## src/core/ufc_pkg.sv

```systemverilog
/*
 * Shared constants and carrier types for the UART flow control and
 * interrupt block. Assumes a 32-bit APB register bus, one word per register.
 */
package ufc_pkg;
    // Register indices; the byte address is four times the index.
    localparam logic [7:0] IDX_SUMMARY_MASK = 8'h01;
    localparam logic [7:0] IDX_SUMMARY_STATUS = 8'h02;
    localparam logic [7:0] IDX_LINE_MASK = 8'h03;
    localparam logic [7:0] IDX_LINE_STATUS = 8'h04;
    localparam logic [7:0] IDX_SPECIAL_MASK = 8'h05;
    localparam logic [7:0] IDX_SPECIAL_FLAGS = 8'h06;
    localparam logic [7:0] IDX_MISC_MASK = 8'h07;
    localparam logic [7:0] IDX_MISC_FLAGS = 8'h08;
    localparam logic [7:0] IDX_MODE_ONE = 8'h09;
    localparam logic [7:0] IDX_FLOW_THRESHOLD = 8'h0f;
    localparam logic [7:0] IDX_FIFO_THRESHOLD = 8'h10;
    localparam logic [7:0] IDX_TX_LEVEL = 8'h11;
    localparam logic [7:0] IDX_RX_LEVEL = 8'h12;
    localparam logic [7:0] IDX_FLOW_CONFIG = 8'h13;
    localparam logic [7:0] IDX_RESUME_FIRST = 8'h14;
    localparam logic [7:0] IDX_RESUME_SECOND = 8'h15;
    localparam logic [7:0] IDX_STOP_FIRST = 8'h16;
    localparam logic [7:0] IDX_STOP_SECOND = 8'h17;
    localparam logic [7:0] IDX_CHIP_IRQ = 8'h1f;
    localparam logic [7:0] IDX_RX_POP = 8'h00;
    // Field positions.
    localparam int BIT_AUTO_RX_HS = 0;
    localparam int BIT_AUTO_TX_GATE = 1;
    localparam int BIT_TX_DISABLE = 1;
    localparam int BIT_IRQ_SELECT = 7;
    localparam int BIT_CTS_IRQ = 7;
    localparam int BIT_TX_TRIG = 4;
    localparam int BIT_RX_TRIG = 3;
    localparam int BIT_MISC_PTR = 2;
    localparam int BIT_SPECIAL_PTR = 1;
    localparam int BIT_LINE_PTR = 0;
    localparam int BIT_SW_TX_LO = 4;
    localparam int BIT_SW_RX_LO = 6;
    // Reset values and timing.
    localparam logic [7:0] RESET_VALUE = 8'h00;
    localparam int INIT_TIME_NS = 1000;
    localparam int CLK_PERIOD_NS = 4;
    localparam int INIT_CYCLES =
        (INIT_TIME_NS + CLK_PERIOD_NS - 1) / CLK_PERIOD_NS;
    localparam logic [7:0] FIFO_MAX = 8'h80;

    typedef enum logic [1:0] {TX_IDLE, TX_FIRST, TX_SECOND} ufc_ctl_e;

    typedef struct packed {
        logic [7:0] word;
        logic valid;
    } ufc_byte_s;
endpackage : ufc_pkg

```

## src/core/ufc_flow_irq.sv

```systemverilog
/*
 * UART flow control and interrupt logic for one channel, APB slave.
 * Assumes FIFO storage, shifters and line detectors sit outside and report
 * levels, received words and one-cycle events on the same clock.
 */
// Notes on behaviour
// - Two independent enables, bits 1:0 of flow config, for handshake.
// - Request-to-send drops when receive fill reaches stop threshold bits 3:0.
// - Request-to-send stays dropped until fill falls to restart threshold.
// - Stop and restart threshold crossings raise no interrupt.
// - With gating on, transmit only while clear-to-send input is low.
// - A character already started finishes before gating halts transmit.
// - Clear-to-send interrupt works; masked bit 7 reads zero always.
// - Fill at or above trigger level sets status bit 3 or 4.
// - Flow characters may be single byte or two-byte pairs.
// - Flow character receipt sets status bit 1, detail in special flags.
// - Config bits 5:4 enable compare; stop halts, resume restarts transmit.
// - Consumed flow characters are dropped, not written into receive FIFO.
// - Config bits 7:6 send stop at halt level, resume at restart.
// - In pair mode, first character goes out before the second.
// - Mode bit 7 makes interrupt pin active low on enabled pending.
// - After reset interrupt pin held low until init done, then high.
// - Reset clears all settings; host reprograms afterwards.
// - Status bits 2:0 point to misc, special and line detail.
// - Reading summary status clears bits 7 and 4:1; special and misc clear on read.
// - Line status clears only with its source; chip source read clears nothing.
`timescale 1ns/10ps
module ufc_flow_irq
    import ufc_pkg::*;
(
    // Clock and reset.
    input wire logic core_clk,
    input wire logic reset,
    // APB slave.
    input wire logic psel,
    input wire logic penable,
    input wire logic pwrite,
    input wire logic [11:0] paddr,
    input wire logic [31:0] pwdata,
    output logic [31:0] prdata,
    output logic pready,
    output logic pslverr,
    // FIFO levels and receive path.
    input wire logic [7:0] rxLevel,
    input wire logic [7:0] txLevel,
    input wire logic rxWordValid,
    input wire logic [7:0] rxWord,
    output logic rxPushValid,
    output logic [7:0] rxPushWord,
    output logic rxPop,
    // Line detail and misc events.
    input wire logic [7:0] lineCond,
    input wire logic [5:0] miscEvent,
    input wire logic specialEvent,
    // Transmitter handshake.
    input wire logic txCharBusy,
    input wire logic txCharDone,
    output logic txAllow,
    output logic ctlCharValid,
    output logic [7:0] ctlChar,
    input wire logic ctlCharTaken,
    // Pins.
    input wire logic clearToSendN,
    output logic requestToSendN,
    output logic irqN
);
    typedef struct packed {
        logic [7:0] flowCfg;
        logic [7:0] flow_threshold_reg;
        logic [7:0] fifoLvl;
        logic [7:0] mode_reg_one;
        logic [7:0] sumMask;
        logic [7:0] lineMask;
        logic [7:0] spMask;
        logic [7:0] miscMask;
        logic [7:0] resume1;
        logic [7:0] resume2;
        logic [7:0] stop1;
        logic [7:0] stop2;
        logic [4:1] sumSt;
        logic ctsSt;
        logic [5:0] spFlags;
        logic [5:0] miscFlags;
        logic rtsHeld;
        logic swHalted;
        logic rxOvfSent;
        logic pairSeen;
        logic [7:0] pairFirst;
        logic ctsS1;
        logic ctsS2;
        logic ctsLast;
        logic gateOpen;
        ufc_ctl_e ctl;
        logic [7:0] ctlSecond;
        logic [9:0] initCnt;
        logic initDone;
        logic [31:0] rdata;
        logic rxPop;
        logic rdy;
        ufc_byte_s push;
    } ufc_state_s;

    ufc_state_s st_r;
    ufc_state_s st_nxt;

    function automatic logic addrIs(input logic [11:0] a, input logic [7:0] idx);
        addrIs = (a[11:2] == {2'h0, idx});
    endfunction : addrIs

    logic access;
    logic rdEn;
    logic wrEn;
    logic [7:0] sumView;
    logic [5:0] spRaw;
    logic pending;
    logic isStop1;
    logic isResume1;
    logic pairMode;
    logic [7:0] wb;
    logic mapped;

    assign access = psel && penable;
    assign rdEn = access && !pwrite && !st_r.rdy;
    assign wrEn = access && pwrite && st_r.rdy;
    assign wb = pwdata[7:0];
    assign pairMode = st_r.flowCfg[3];
    assign isStop1 = rxWord == st_r.stop1;
    assign isResume1 = rxWord == st_r.resume1;

    // Summary view: masked CTS reads zero, bits 2:0 point to detail.
    always_comb begin
        sumView = 8'h00;
        sumView[BIT_CTS_IRQ] = st_r.ctsSt && st_r.sumMask[BIT_CTS_IRQ];
        sumView[BIT_TX_TRIG] = st_r.sumSt[4];
        sumView[BIT_RX_TRIG] = st_r.sumSt[3];
        sumView[BIT_MISC_PTR] = st_r.sumSt[2];
        sumView[BIT_SPECIAL_PTR] = st_r.sumSt[1];
        sumView[BIT_LINE_PTR] = |(lineCond & st_r.lineMask);
    end

    assign pending = |(sumView & st_r.sumMask);
    assign mapped = addrIs(paddr, IDX_SUMMARY_MASK) || addrIs(paddr, IDX_SUMMARY_STATUS)
        || addrIs(paddr, IDX_LINE_MASK) || addrIs(paddr, IDX_LINE_STATUS)
        || addrIs(paddr, IDX_SPECIAL_MASK) || addrIs(paddr, IDX_SPECIAL_FLAGS)
        || addrIs(paddr, IDX_MISC_MASK) || addrIs(paddr, IDX_MISC_FLAGS)
        || addrIs(paddr, IDX_MODE_ONE) || addrIs(paddr, IDX_FLOW_THRESHOLD)
        || addrIs(paddr, IDX_FIFO_THRESHOLD) || addrIs(paddr, IDX_TX_LEVEL)
        || addrIs(paddr, IDX_RX_LEVEL) || addrIs(paddr, IDX_FLOW_CONFIG)
        || addrIs(paddr, IDX_RESUME_FIRST) || addrIs(paddr, IDX_RESUME_SECOND)
        || addrIs(paddr, IDX_STOP_FIRST) || addrIs(paddr, IDX_STOP_SECOND)
        || addrIs(paddr, IDX_CHIP_IRQ) || addrIs(paddr, IDX_RX_POP);

    always_comb begin
        st_nxt = st_r;
        spRaw = 6'h00;
        st_nxt.rxPop = 1'b0;
        st_nxt.push = '0;
        st_nxt.rdy = access && !st_r.rdy;
        st_nxt.ctsS1 = clearToSendN;
        st_nxt.ctsS2 = st_r.ctsS1;
        st_nxt.ctsLast = st_r.ctsS2;
        if (!st_r.initDone) begin
            st_nxt.initCnt = st_r.initCnt + 10'h001;
            if (st_r.initCnt == 10'(INIT_CYCLES - 1)) begin
                st_nxt.initDone = 1'b1;
            end
        end
        // Receive handshake hysteresis, no interrupt involved.
        if (rxLevel >= {4'h0, st_r.flow_threshold_reg[3:0]}) begin
            st_nxt.rtsHeld = 1'b1;
        end else if (rxLevel <= {4'h0, st_r.flow_threshold_reg[7:4]}) begin
            st_nxt.rtsHeld = 1'b0;
        end
        // Gate changes only between characters.
        if (!txCharBusy || txCharDone) begin
            st_nxt.gateOpen = !(st_r.flowCfg[BIT_AUTO_TX_GATE] && st_r.ctsS2)
                && !st_r.swHalted;
        end
        // Receive path: compare and filter flow characters.
        if (rxWordValid) begin
            if (|st_r.flowCfg[5:4]) begin
                if (pairMode && st_r.pairSeen) begin
                    st_nxt.pairSeen = 1'b0;
                    if (st_r.pairFirst == st_r.stop1 && rxWord == st_r.stop2) begin
                        st_nxt.swHalted = 1'b1;
                        spRaw[3] = 1'b1;
                    end else if (st_r.pairFirst == st_r.resume1
                                 && rxWord == st_r.resume2) begin
                        st_nxt.swHalted = 1'b0;
                        spRaw[1] = 1'b1;
                    end else begin
                        st_nxt.push = '{word: rxWord, valid: 1'b1};
                    end
                end else if (pairMode && (isStop1 || isResume1)) begin
                    st_nxt.pairSeen = 1'b1;
                    st_nxt.pairFirst = rxWord;
                end else if (!pairMode && isStop1) begin
                    st_nxt.swHalted = 1'b1;
                    spRaw[2] = 1'b1;
                end else if (!pairMode && isResume1) begin
                    st_nxt.swHalted = 1'b0;
                    spRaw[0] = 1'b1;
                end else begin
                    st_nxt.push = '{word: rxWord, valid: 1'b1};
                end
            end else begin
                st_nxt.push = '{word: rxWord, valid: 1'b1};
            end
        end
        // Receive overflow: send stop or resume, first before second.
        case (st_r.ctl)
            TX_IDLE: begin
                if (|st_r.flowCfg[7:6]) begin
                    if (!st_r.rxOvfSent && rxLevel >= {4'h0, st_r.flow_threshold_reg[3:0]}) begin
                        st_nxt.rxOvfSent = 1'b1;
                        st_nxt.ctl = TX_FIRST;
                        st_nxt.ctlSecond = st_r.stop2;
                    end else if (st_r.rxOvfSent
                                 && rxLevel <= {4'h0, st_r.flow_threshold_reg[7:4]}) begin
                        st_nxt.rxOvfSent = 1'b0;
                        st_nxt.ctl = TX_FIRST;
                        st_nxt.ctlSecond = st_r.resume2;
                    end
                end
            end
            TX_FIRST: begin
                if (ctlCharTaken) begin
                    st_nxt.ctl = pairMode ? TX_SECOND : TX_IDLE;
                end
            end
            TX_SECOND: begin
                if (ctlCharTaken) begin
                    st_nxt.ctl = TX_IDLE;
                end
            end
            default: st_nxt.ctl = TX_IDLE;
        endcase
        // Sticky events; a set wins over a read clear.
        if (rdEn && addrIs(paddr, IDX_SUMMARY_STATUS)) begin
            st_nxt.sumSt = 4'h0;
            st_nxt.ctsSt = 1'b0;
        end
        if (rdEn && addrIs(paddr, IDX_SPECIAL_FLAGS)) begin
            st_nxt.spFlags = 6'h00;
        end
        if (rdEn && addrIs(paddr, IDX_MISC_FLAGS)) begin
            st_nxt.miscFlags = 6'h00;
        end
        if (txLevel >= {4'h0, st_r.fifoLvl[3:0]} && |st_r.fifoLvl[3:0]) begin
            st_nxt.sumSt[4] = 1'b1;
        end
        if (rxLevel >= {4'h0, st_r.fifoLvl[7:4]} && |st_r.fifoLvl[7:4]) begin
            st_nxt.sumSt[3] = 1'b1;
        end
        if (st_r.ctsS2 != st_r.ctsLast && st_r.sumMask[BIT_CTS_IRQ]) begin
            st_nxt.ctsSt = 1'b1;
        end
        st_nxt.spFlags = st_nxt.spFlags | spRaw | {specialEvent, 5'h00};
        st_nxt.miscFlags = st_nxt.miscFlags | miscEvent;
        if (|((spRaw | {specialEvent, 5'h00}) & st_r.spMask[5:0])) begin
            st_nxt.sumSt[1] = 1'b1;
        end
        if (|(miscEvent & st_r.miscMask[5:0])) begin
            st_nxt.sumSt[2] = 1'b1;
        end
        // Register writes, effective at the APB access edge.
        if (wrEn) begin
            if (addrIs(paddr, IDX_SUMMARY_MASK)) st_nxt.sumMask = wb;
            else if (addrIs(paddr, IDX_LINE_MASK)) st_nxt.lineMask = wb;
            else if (addrIs(paddr, IDX_SPECIAL_MASK)) st_nxt.spMask = wb;
            else if (addrIs(paddr, IDX_MISC_MASK)) st_nxt.miscMask = wb;
            else if (addrIs(paddr, IDX_MODE_ONE)) st_nxt.mode_reg_one = wb;
            else if (addrIs(paddr, IDX_FLOW_THRESHOLD)) st_nxt.flow_threshold_reg = wb;
            else if (addrIs(paddr, IDX_FIFO_THRESHOLD)) st_nxt.fifoLvl = wb;
            else if (addrIs(paddr, IDX_FLOW_CONFIG)) st_nxt.flowCfg = wb;
            else if (addrIs(paddr, IDX_RESUME_FIRST)) st_nxt.resume1 = wb;
            else if (addrIs(paddr, IDX_RESUME_SECOND)) st_nxt.resume2 = wb;
            else if (addrIs(paddr, IDX_STOP_FIRST)) st_nxt.stop1 = wb;
            else if (addrIs(paddr, IDX_STOP_SECOND)) st_nxt.stop2 = wb;
        end
        // Read data is captured one cycle before pready and stands with it.
        st_nxt.rdata = 32'h0000_0000;
        if (rdEn) begin
            if (addrIs(paddr, IDX_SUMMARY_MASK)) st_nxt.rdata[7:0] = st_r.sumMask;
            else if (addrIs(paddr, IDX_SUMMARY_STATUS)) st_nxt.rdata[7:0] = sumView;
            else if (addrIs(paddr, IDX_LINE_MASK)) st_nxt.rdata[7:0] = st_r.lineMask;
            else if (addrIs(paddr, IDX_LINE_STATUS)) st_nxt.rdata[7:0] = lineCond;
            else if (addrIs(paddr, IDX_SPECIAL_MASK)) st_nxt.rdata[7:0] = st_r.spMask;
            else if (addrIs(paddr, IDX_SPECIAL_FLAGS))
                st_nxt.rdata[7:0] = {2'h0, st_r.spFlags};
            else if (addrIs(paddr, IDX_MISC_MASK)) st_nxt.rdata[7:0] = st_r.miscMask;
            else if (addrIs(paddr, IDX_MISC_FLAGS))
                st_nxt.rdata[7:0] = {2'h0, st_r.miscFlags};
            else if (addrIs(paddr, IDX_MODE_ONE)) st_nxt.rdata[7:0] = st_r.mode_reg_one;
            else if (addrIs(paddr, IDX_FLOW_THRESHOLD)) st_nxt.rdata[7:0] = st_r.flow_threshold_reg;
            else if (addrIs(paddr, IDX_FIFO_THRESHOLD)) st_nxt.rdata[7:0] = st_r.fifoLvl;
            else if (addrIs(paddr, IDX_TX_LEVEL)) st_nxt.rdata[7:0] = txLevel;
            else if (addrIs(paddr, IDX_RX_LEVEL)) st_nxt.rdata[7:0] = rxLevel;
            else if (addrIs(paddr, IDX_FLOW_CONFIG)) st_nxt.rdata[7:0] = st_r.flowCfg;
            else if (addrIs(paddr, IDX_RESUME_FIRST)) st_nxt.rdata[7:0] = st_r.resume1;
            else if (addrIs(paddr, IDX_RESUME_SECOND)) st_nxt.rdata[7:0] = st_r.resume2;
            else if (addrIs(paddr, IDX_STOP_FIRST)) st_nxt.rdata[7:0] = st_r.stop1;
            else if (addrIs(paddr, IDX_STOP_SECOND)) st_nxt.rdata[7:0] = st_r.stop2;
            else if (addrIs(paddr, IDX_CHIP_IRQ))
                st_nxt.rdata[7:0] = {7'h00, pending};
            else if (addrIs(paddr, IDX_RX_POP)) begin
                st_nxt.rxPop = 1'b1;
            end
        end
    end

    // Reset returns every setting to zero; host reprograms.
    always_ff @(posedge core_clk) begin
        if (reset) begin
            st_r <= '0;
        end else begin
            st_r <= st_nxt;
        end
    end

    // Transmitter is held off by mode bit 1 set by host.
    assign txAllow = st_r.gateOpen && !st_r.mode_reg_one[BIT_TX_DISABLE];
    assign requestToSendN = st_r.flowCfg[BIT_AUTO_RX_HS] ? st_r.rtsHeld : 1'b0;
    assign ctlCharValid = st_r.ctl != TX_IDLE;
    assign ctlChar = (st_r.ctl == TX_SECOND) ? st_r.ctlSecond
        : (st_r.ctlSecond == st_r.stop2 && st_r.rxOvfSent) ? st_r.stop1 : st_r.resume1;
    // Low until init, then high; active-low pending once selected.
    assign irqN = !st_r.initDone ? 1'b0
        : st_r.mode_reg_one[BIT_IRQ_SELECT] ? !pending : 1'b1;
    assign rxPushValid = st_r.push.valid;
    assign rxPushWord = st_r.push.word;
    assign rxPop = st_r.rxPop;
    assign prdata = st_r.rdata;
    assign pready = access && st_r.rdy;
    assign pslverr = pready && !mapped;

    stop_holds_a: assert property (@(posedge core_clk) disable iff (reset)
        st_r.flowCfg[0] && rxLevel >= {4'h0, st_r.flow_threshold_reg[3:0]}
        |=> requestToSendN) else $error("stop level did not drop handshake");
    init_low_a: assert property (@(posedge core_clk) disable iff (reset)
        !st_r.initDone |-> !irqN) else $error("irq high before init");
    cts_mask_a: assert property (@(posedge core_clk) disable iff (reset)
        !st_r.sumMask[7] |-> !sumView[7]) else $error("masked cts visible");
    gate_char_a: assert property (@(posedge core_clk) disable iff (reset)
        txCharBusy && !txCharDone |=> $stable(st_r.gateOpen))
        else $error("gate changed mid character");
    rd_clear_a: assert property (@(posedge core_clk) disable iff (reset)
        rdEn && addrIs(paddr, IDX_MISC_FLAGS) && miscEvent == 6'h00
        |=> st_r.miscFlags == 6'h00) else $error("misc not cleared");
    flow_drop_a: assert property (@(posedge core_clk)
        disable iff (reset)
        rxWordValid && |st_r.flowCfg[5:4] && !pairMode
        && (isStop1 || isResume1) |=> !rxPushValid)
        else $error("flow character pushed");
endmodule : ufc_flow_irq

```

## config.mk

```make
export PLATFORM = sky130hd
export DESIGN_NAME = ufc_flow_irq
export DESIGN_NICKNAME = d
export VERILOG_FILES = /design/src/core/ufc_pkg.sv /design/src/core/ufc_flow_irq.sv
export SDC_FILE = /design/constraint.sdc
export NUM_CORES = 1
export LEC_CHECK = 0
export BUFFER_PORTS_ARGS = -buffer_cell sky130_fd_sc_hd__buf_2
export CORE_MARGIN = 8
export CORE_UTILIZATION = 50
export DETAILED_ROUTE_END_ITERATION = 8
export GPL_TIMING_DRIVEN = 0
export PLACE_DENSITY = 0.72
export REMOVE_ABC_BUFFERS = 1
export SLEW_MARGIN = 30
export SYNTH_ARGS = -nofsm -noshare
export SYNTH_HDL_FRONTEND = slang
export SYNTH_SLANG_ARGS = --single-unit
```

## constraint.sdc

```tcl
create_clock -name core_clk -period 4.7 [get_ports core_clk]
set_input_delay 0.47 -clock core_clk [delete_from_list [all_inputs] [get_ports core_clk]]
set_output_delay 0.47 -clock core_clk [all_outputs]
set_load 0.02 [all_outputs]
```

==> results of run 1 <==
==> cell usage after synthesis, types with 3 or more instances <==
master and instances:
sky130_fd_sc_hd__a22oi_1 19, sky130_fd_sc_hd__o21ai_0 45, sky130_fd_sc_hd__a31oi_1 8, sky130_fd_sc_hd__mux4_2 6
sky130_fd_sc_hd__nor2b_1 15, sky130_fd_sc_hd__nand2_1 158, sky130_fd_sc_hd__nor4_4 3, sky130_fd_sc_hd__clkbuf_1 25
sky130_fd_sc_hd__and3_1 7, sky130_fd_sc_hd__dfxtp_1 168, sky130_fd_sc_hd__a211oi_1 5, sky130_fd_sc_hd__nor2_2 3
sky130_fd_sc_hd__a32o_1 3, sky130_fd_sc_hd__nor2_4 3, sky130_fd_sc_hd__nor3_2 6, sky130_fd_sc_hd__or3_1 5
sky130_fd_sc_hd__inv_1 31, sky130_fd_sc_hd__ha_1 18, sky130_fd_sc_hd__nor2_1 114, sky130_fd_sc_hd__buf_1 10
sky130_fd_sc_hd__a21oi_1 129, sky130_fd_sc_hd__mux2i_1 63, sky130_fd_sc_hd__nor3_1 11, sky130_fd_sc_hd__buf_4 45
sky130_fd_sc_hd__a21o_1 3, sky130_fd_sc_hd__nand4_1 9, sky130_fd_sc_hd__or2_2 4, sky130_fd_sc_hd__nor3_4 3
sky130_fd_sc_hd__buf_2 28, sky130_fd_sc_hd__o21ai_2 3, sky130_fd_sc_hd__or3b_2 3, sky130_fd_sc_hd__and2_1 14
sky130_fd_sc_hd__o22ai_1 19, sky130_fd_sc_hd__xor2_1 37, sky130_fd_sc_hd__nand2b_1 13, sky130_fd_sc_hd__nand3_1 25
sky130_fd_sc_hd__buf_6 3, sky130_fd_sc_hd__nor4_1 11, sky130_fd_sc_hd__o31ai_1 3, sky130_fd_sc_hd__a221oi_1 17
sky130_fd_sc_hd__xnor2_1 26, sky130_fd_sc_hd__mux2_2 5, sky130_fd_sc_hd__o221ai_1 4
==> report_power, final <==
part | internal (mW) | switching (mW) | total, mW | leakage (nW)
logic | 0.0764 | 0.190 | 0.266 | 2.25
clock network | 0.866 | 0.636 | 1.50 | 0.296
registers | 1.44 | 0.00751 | 1.44 | 1.36
total | 2.38 | 0.833 | 3.21 | 3.91
==> worst max-delay path by stage <==
stage               startpoint   endpoint  slack (ps)  cells after the start
finish                paddr[3]    pslverr        1160                      7
global route          paddr[3]    pslverr        1060                      7
CTS                   paddr[3]    pslverr        1250                      7
detailed placement    paddr[3]  st_r[105]        1050                      7
global placement      paddr[3]  st_r[112]         430                      7
floorplan                 psel  st_r[105]        2210                      6
==> state kept, by name (all words and copies together) (netlist names) <==
name,cells
pairMode,1
prdata,8
rxPop,1
rxPushValid,1
rxPushWord,8
st_nxt,2
st_r,147
==> kinds of logic (layout without fill, tap and decap cells) <==
group / Yosys count / in the layout
other: 1 / 26
AO/OA/AOI/OAI: 285 / 285
flip-flops: 168 / 168
buffers and inverters: 143 / 162
multiplexers: 74 / 74
adder cells (fa/ha/maj): 18 / 18
XOR/XNOR: 63 / 63
AND/OR/NAND/NOR: 424 / 424
==> stage by stage <==
| stage | hold WS, ps | utilization [%] | power, mW |
|---|---|---|---|
| after global routing | 257.3 | 56.15 | 3.302 |
| after CTS | 241.9 | 56.06 | 3.214 |
| after floorplan | 406.8 | - | 1.585 |
| after global placement | 416.7 | 52.53 | 1.728 |
| after detailed placement | 429.5 | 52.76 | 1.732 |
| final | 254.0 | 56.15 | 3.210 |
==> layer usage <==
| metal | vias to the layer above | track usage [%] | wire [um] |
|---|---|---|---|
| met4 | 0 | 13.63 | 1404 |
| met3 | 84 | 7.077 | 3362 |
| met5 | - | 0 | 0 |
| met1 | 4210 | 33.74 | 12990 |
| met2 | 525 | 40.67 | 14210 |
| li1 | 4129 | - | - |
==> layout make-up <==
class                           count  area (sq um)
Antenna cell                        2         5.005
Inverter                           32         120.1
Clock inverter                     13         181.4
Clock buffer                       18         439.2
Fill cell                        1770          8258
Sequential cell                   168          3363
Tap cell                          260         325.3
Timing Repair Buffer               99         530.5
Multi-Input combinational cell    888          5608
==> impl_metrics.toml, run 1 <==
[pwr]
total_leakage_power_nw = 3.908
cellPowerDensity_nw_per_um2 = 303.6
worst_ir_drop_vdd_v = 0.0002332

[min_path]
worstHoldPathType = "in2reg"
worst_hold_path.num_cells = 2
min_delay_worst_endpoint = "st_nxt[66]"
hold_start = "clearToSendN"

[floorplanning]
coreArea_sq_um = 18830
io_pins = 149
core.rowCount = 50
die_y_um = 154.8
die_area_sq_um = 23960
initial_util_pct = 51.16
die-width_um = 154.8

[timing]
setup-violations-final = 0
period_share_pct = 75.30
slew_headroom_pct = 34.43
final_period_minus_worst_setup_slack_ps = 3539
timing_hold_violations_final = 0
tightest_slew_ps = 983.6
drv_slew = 0
fin_ws_ps = 1161
max_freq_mhz = 282.6
post_route_skew_ps = 11.40
final_layout_setup_total_negative_slack_ps = 0
rsz0062_at_grt = "false"

[clock_tree]
tritoncts_clock_tree = "built"
htreeDepth = 4
cts_resized = 0
cts_hold_repair.buffers = 0
cts.sink_count = 168
worst_setup_hold_path_clk_slew_ps = 70
tritoncts.num_buffers = 17
max-clock-path-buffers = 2
ctsRootBufferMaster = "sky130_fd_sc_hd__clkbuf_16"
setup_buffers_after_cts = 0
worstSkewPairLatency_ps = 430

[yosys]
synth_edf_count = 0
synth_compound_area_share_pct = 18.25
synthesized_area_sq_um = 9633
async_reset_ff_share_pct = 0
synth_top_family_by_area = "simple AND/OR/NAND/NOR gates"
yosys.area.top_type_share_pct = 34.91
sequential_to_total_area_share_from_yosys_stat_pct = 34.91
predominant_post_synthesis_flop_cell = "sky130_fd_sc_hd__dfxtp_1"
post_synthesis_share_of_cell_area_spent_on_xor_and_xnor_gates_pct = 5.728
yosys.area_share.simple_pct = 22.28
synth.avg_cell_area_sq_um = 8.191
synth-seq-cells = 168
synth_largest_area_cell = "sky130_fd_sc_hd__dfxtp_1"
synth.area.mux_share_pct = 8.534
synth.yosys.warnings = 0
post_synth_main_area_contributors = "sky130_fd_sc_hd__dfxtp_1, sky130_fd_sc_hd__a21oi_1, sky130_fd_sc_hd__mux2i_1, sky130_fd_sc_hd__nand2_1, sky130_fd_sc_hd__nor2_1"
synthesis.instances = 1176
synth_cell_type_count = 78
synth_adder_area_share_pct = 2.338

[setup_path]
timing.critical_path.cells = "buf_2, nand2b_1, o22ai_1, a21oi_2, clkinv_1, nor4_1, buf_2"
setup.worst_path.end_class = "primary output"
rrSetupSlack_ps = 2010
critPathLaunchType = "input pin"
cp_data_required_time_ps = 4230
timing.critical_path.max_delay_family = "buffers and inverters"
rr_startpoint = "st_r[9]"
rr_endpoint = "st_r[105]"
cp_slowest_stage_delay_ps = 730
crit_top_cell = "sky130_fd_sc_hd__buf_2"
crit_slowest_cell = "sky130_fd_sc_hd__buf_2"
ff2ff_path_depth = 6
worst-endpoint-arrival_ps = 3070
crit_path_max_fanout = 42
cp.buffers_inverters = 3
path_class = "in2out"

[placement]
dp_hpwl_mm = 22.94
pre_cts_slack_ps = 1052
placed_cells = 1447
gp_congestion = 1.001
place.port_buffers = 98
dpl-instance-area_sq_um = 9936

[drt]
drt-total-wl_mm = 31.97
drt-wirelength-per-cell_um = 21.60
detail_route.vias_per_cell = 6.046
drtIter0Drc = 909
ant_nets = 0
drt_drc_violations_left = 0
vias = 8948
drtPass1Iterations = 7

[global_routing]
grt-ovfl-total = 0
first_global_vias = 8785
grt_start_max_net_pins = 100
antenna_found_initial = 2
grt_pass1_wl_mm = 49.56
global_route.usage.total_pct = 26.54

[finish]
layout.cells.most_common = "sky130_fd_sc_hd__dfxtp_1"
final_cell_count_no_fill = 1480
most-common-layout-cells = "sky130_fd_sc_hd__dfxtp_1, sky130_fd_sc_hd__nand2_1, sky130_fd_sc_hd__a21oi_1"
layout.nets = 1317
post-route-cell-area_sq_um = 10570
areaGrowthSynthToFinish_pct = 9.754
fraction_of_final_layout_cells_sized_beyond_drive_strength_1_pct = 15.44

[job]
max_cap_violations = 0

[status]
outcome = "finished, final reports clean"
(Power assumes the default switching activity.)
==> inputs of run 2 (changes only) <==
Clock period 4.7 ns to 3.4 ns, I/O delays scaled along.
==> run 2 against run 1 <==
Net effect:
- global-route usage about the same
- routed wire length is 0.28% lower
- flip-flop and latch count stayed put
- first-iteration DRC count up 14%
- critical path depth unchanged
- via count shrank 0.55%
- largest cell class unchanged
- highest routed layer unchanged
==> impl_metrics.toml, run 2 (synthesis gave the netlist of run 1 again) <==
[drt]
detail_route.vias_per_cell = 6.013
highest_routed_layer = "met4"
drtPass1Iterations = 5
wirelength_met1_mm = 13.17
ant_nets = 0
wl_met3_mm = 3.144
drt-wirelength-per-cell_um = 21.54
drt-total-wl_mm = 31.88
detailroute.wirelength.met2_mm = 14.11
drtIter0Drc = 1033
vias = 8899
drt_drc_violations_left = 0

[setup_path]
timing.critical_path.cells = "buf_2, nand2b_1, o22ai_1, a21oi_2, clkinv_1, nor4_1, buf_2"
crit_slowest_cell = "sky130_fd_sc_hd__buf_2"
cp_slowest_stage_delay_ps = 730
crit_path_max_fanout = 42
crit_top_cell = "sky130_fd_sc_hd__buf_2"
critPathLaunchType = "input pin"
worst-endpoint-arrival_ps = 2960
path_class = "in2out"
setup.worst_path.end_class = "primary output"
cp_data_required_time_ps = 3060

[clock_tree]
ctsRootBufferMaster = "sky130_fd_sc_hd__clkbuf_16"
cts_hold_repair.buffers = 0
setup_buffers_after_cts = 0
htreeDepth = 4
worstSkewPairLatency_ps = 440
cts.sink_count = 168
max-clock-path-buffers = 2
cts_resized = 0
worst_setup_hold_path_clk_slew_ps = 70
tritoncts.num_buffers = 17
tritoncts_clock_tree = "built"

[floorplanning]
die-width_um = 154.8
core.rowCount = 50
initial_util_pct = 51.16
io_pins = 149
coreArea_sq_um = 18830
die_area_sq_um = 23960
die_y_um = 154.8

[finish]
layout.nets = 1317
areaGrowthSynthToFinish_pct = 9.754
fill_cells = 1770
layout.cells.most_common = "sky130_fd_sc_hd__dfxtp_1"
registers.top_by_ff_count = "st_r"
largest_reg_flops = 147
multiInputGateArea_sq_um = 5608
most-common-layout-cells = "sky130_fd_sc_hd__dfxtp_1, sky130_fd_sc_hd__nand2_1, sky130_fd_sc_hd__a21oi_1"
fraction_of_final_layout_cells_sized_beyond_drive_strength_1_pct = 15.44
regArea_sq_um = 3363

[timing]
max_freq_mhz = 302.9
tightest_slew_ps = 993.0
rsz0062_at_grt = "false"
post_route_skew_ps = 12.15
slew_headroom_pct = 33.80
timing_hold_violations_final = 0
fin_ws_ps = 98.38
drv_slew = 0
setup-violations-final = 0
period_share_pct = 97.11
final_period_minus_worst_setup_slack_ps = 3302

[pwr]
finalPower_mw = 4.439
total_leakage_power_nw = 3.908
cellPowerDensity_nw_per_um2 = 419.9
worst_ir_drop_vdd_v = 0.0003287

[placement]
pre_cts_slack_ps = -118.2
gp_congestion = 1.001
dp_hpwl_mm = 22.94
place.port_buffers = 98

[global_routing]
global_route.usage.total_pct = 26.52
grt-ovfl-total = 0
antenna_found_initial = 2
grt_pass1_wl_mm = 49.51
grt_start_max_net_pins = 100
first_global_vias = 8788

[min_path]
worstHoldPathType = "in2reg"

[job]
max_cap_violations = 0

[status]
outcome = "finished, final reports clean"
==> run 2: cell counts in the layout (fill, tap and decap cells not counted) <==
Identical to the previous run, type by type.
==> run 2: layout make-up <==
| class | count | share of cell area [%] |
|---|---|---|
| Antenna cell | 2 | 0.04734 |
| Clock buffer | 18 | 4.154 |
| Clock inverter | 13 | 1.716 |
| Inverter | 32 | 1.136 |
| Multi-Input combinational cell | 888 | 53.04 |
| Sequential cell | 168 | 31.81 |
| Tap cell | 260 | 3.077 |
| Timing Repair Buffer | 99 | 5.018 |
==> run 2: routing by layer <==
metal | up-vias | global-route usage [%]
met2 | 455 | 40.71
met1 | 4230 | 33.65
met5 | - | 0
met4 | 0 | 13.63
met3 | 89 | 7.077
li1 | 4125 | -
==> run 2: critical path, delay by kind of cell <==
family	cells	cell delay [ps]
and+or+nand+nor	2	970
buffers and inverters	3	1130
AOI/OAI and AO/OA	2	500
==> run 2: path summary, 6_finish.rpt <==
path                 from    endpoint  slack [ps]  cells past startpoint
max              paddr[3]     pslverr         100                      7
max reg2reg       st_r[9]   st_r[106]         750                      6
min          clearToSendN  st_nxt[66]         120                      2
min reg2reg       st_r[9]     st_r[9]         430                      1
==> run 2: power by group <==
group / switching [mW] / total [mW] / internal (mW)
clock network: 0.883 / 2.08 / 1.20
registers: 0.0104 / 1.99 / 1.98
logic: 0.261 / 0.367 / 0.106
total: 1.15 / 4.44 / 3.29
==> run 2: per-stage QoR <==
step                cells  hold slack [ps]  TNS, ps  area [sq um]  utilization, %
floorplan            1088            406.8        0          9076               -
global placement     1446            416.7   -31150          9892           52.53
detailed placement   1447            429.5   -856.4          9936           52.76
CTS                  1478            111.9        0         10560           56.06
global route         1480            127.3        0         10570           56.15
finish               1480            119.3        0         10570           56.15
==> inputs of run 3 (changes only) <==
Settings changed: REMOVE_ABC_BUFFERS 1 to not set.
==> run 3 against run 2 <==
Net effect:
- worst hold slack about the same
- combinational power increased by 21%
- flip-flop and latch count unchanged
- final cell count increased by 6.6%
- die area unchanged
- total power increased by 1.2%
- via count increased by 6.9%
- critical path type is now reg2out
- critical endpoint is now ctlChar[7]
==> impl_metrics.toml, run 3 (synthesis gave the netlist of run 1 again) <==
[status]
outcome = "finished, final reports clean"

[drt]
drtIter0Drc = 1090
drt-wirelength-per-cell_um = 25.06
vias = 9517
drt-total-wl_mm = 39.52
ant_nets = 0
detail_route.vias_per_cell = 6.035
drt_drc_violations_left = 0
drtPass1Iterations = 7

[placement]
place.port_buffers = 86
gp_congestion = 1.001
dp_hpwl_mm = 29.84
dpl-instance-area_sq_um = 10490

[floorplanning]
die_y_um = 154.8
core.rowCount = 50
die_area_sq_um = 23960
io_pins = 149
die-width_um = 154.8
initial_util_pct = 51.16
coreArea_sq_um = 18830

[global_routing]
first_global_vias = 9086
antenna_found_initial = 0
global_route.usage.total_pct = 32.60
grt_pass1_wl_mm = 57.72
groute.layer.met2.usage_pct = 50.00
grt_start_max_net_pins = 19
global_route.peak_usage_layer = "met2"
grt-ovfl-total = 0
grtUsageMet3_pct = 7.523
grt_util_met1_pct = 43.08

[clock_tree]
max-clock-path-buffers = 2
tritoncts.num_buffers = 17
tritoncts_clock_tree = "built"
htreeDepth = 4
worst_setup_hold_path_clk_slew_ps = 70
worstSkewPairLatency_ps = 460
setup_buffers_after_cts = 0
cts.sink_count = 168
cts_resized = 0
ctsRootBufferMaster = "sky130_fd_sc_hd__clkbuf_16"
cts_hold_repair.buffers = 0

[pwr]
power.share.combinational_pct = 9.9
worst_ir_drop_vdd_v = 0.0004256
clock_power_share_pct = 45.7
internal_power_mw = 3.197
seq_power_share_pct = 44.4
total_switching_power_mw = 1.296
finalPower_mw = 4.493
cellPowerDensity_nw_per_um2 = 404.8
total_leakage_power_nw = 4.258
p_sw_share_pct = 28.85

[timing]
setup-violations-final = 0
post_route_skew_ps = 20.91
final_layout_setup_total_negative_slack_ps = 0
max_freq_mhz = 315.0
drv_slew = 0
timing_hold_violations_final = 0
tightest_slew_ps = 1071
rsz0062_at_grt = "false"
slew_headroom_pct = 28.59
final_period_minus_worst_setup_slack_ps = 3174
period_share_pct = 93.36

[setup_path]
cp_data_required_time_ps = 3060
timing.critical_path.cells = "xor2_1, nor4_1, nand3_1, nor4_4, mux2i_1, o21ai_0, buf_2"
cp_slowest_stage_delay_ps = 580
crit_slowest_cell = "sky130_fd_sc_hd__dfxtp_1"
setup.worst_path.end_class = "primary output"
path_class = "reg2out"
worst-endpoint-arrival_ps = 2830
critPathLaunchType = "flop"
crit_path_max_fanout = 8

[finish]
registers.top_by_ff_count = "st_r"
diodes = 0
post-route-util_pct = 58.94
most-common-layout-cells = "sky130_fd_sc_hd__dfxtp_1, sky130_fd_sc_hd__nand2_1, sky130_fd_sc_hd__a21oi_1"
areaGrowthSynthToFinish_pct = 15.22
largest_reg_flops = 147
layout.cells.most_common = "sky130_fd_sc_hd__dfxtp_1"
fraction_of_final_layout_cells_sized_beyond_drive_strength_1_pct = 19.06
layout.nets = 1415
post-route-cell-area_sq_um = 11100

[job]
max_cap_violations = 0

[min_path]
worstHoldPathType = "in2reg"
run 3: cell count changes in the layout (fill, tap and decap cells not counted), moves of 2 or more:
| cell | before | now |
|---|---|---|
| sky130_fd_sc_hd__clkbuf_1 | 0 | 25 |
| sky130_fd_sc_hd__buf_4 | 1 | 45 |
| sky130_fd_sc_hd__buf_6 | 0 | 3 |
| sky130_fd_sc_hd__clkinvlp_4 | 3 | 1 |
| sky130_fd_sc_hd__buf_2 | 96 | 114 |
| sky130_fd_sc_hd__diode_2 | 2 | 0 |
| sky130_fd_sc_hd__clkinv_8 | 0 | 3 |
| sky130_fd_sc_hd__buf_1 | 0 | 10 |
| sky130_fd_sc_hd__bufinv_16 | 3 | 1 |
run 3: stage by stage:
| step | setup WS [ps] | hold WS (ps) | cells |
|---|---|---|---|
| global route | 86.88 | 109.0 | 1577 |
| finish | 225.6 | 118.8 | 1577 |
| CTS | 281.7 | 113.4 | 1577 |
| global placement | 246.3 | 421.8 | 1545 |
| floorplan | 1079 | 406.8 | 1199 |
| detailed placement | 399.9 | 427.4 | 1545 |
run 3: power groups by stage:
stage          logic (mW)  registers [mW]  clock network, mW
4_1_cts             0.430            1.99               2.05
6_report            0.444            1.99               2.06
5_1_grt             0.465            2.00               2.14
3_3_place_gp        0.425            2.04                  0
2_1_floorplan       0.260            2.04                  0
3_5_place_dp        0.428            2.04                  0
run 3: final timing paths:
path / start / to / slack, ps / depth (start not counted)
hold / removal: clearToSendN / st_nxt[66] / 120 / 2
hold reg to reg: st_r[9] / st_r[9] / 440 / 1
setup / recovery: st_r[99] / ctlChar[7] / 230 / 7
setup reg to reg: st_r[9] / st_r[152] / 620 / 7
run 3: final cells by class:
cell class                      instances  area [sq um]
Timing Repair Buffer                   86         430.4
Multi-Input combinational cell        888          5607
Inverter                               32         120.1
Buffer                                111         643.1
Tap cell                              260         325.3
Clock buffer                           18         439.2
Fill cell                            1768          7731
Clock inverter                         14         171.4
Sequential cell                       168          3363
run 3: metal layers:
metal	vias up	wire, um
li1	4323	-
met1	4553	16750
met2	531	17430
met3	110	3764
met4	0	1582
met5	-	0
run 3: critical path: cells and delay by family (launching register included):
kind | cells | cell delay (ps)
simple gates | 3 | 1010
flops | 1 | 580
mux | 1 | 340
buf+inv | 1 | 190
xor+xnor | 1 | 130
compound gates | 1 | 130
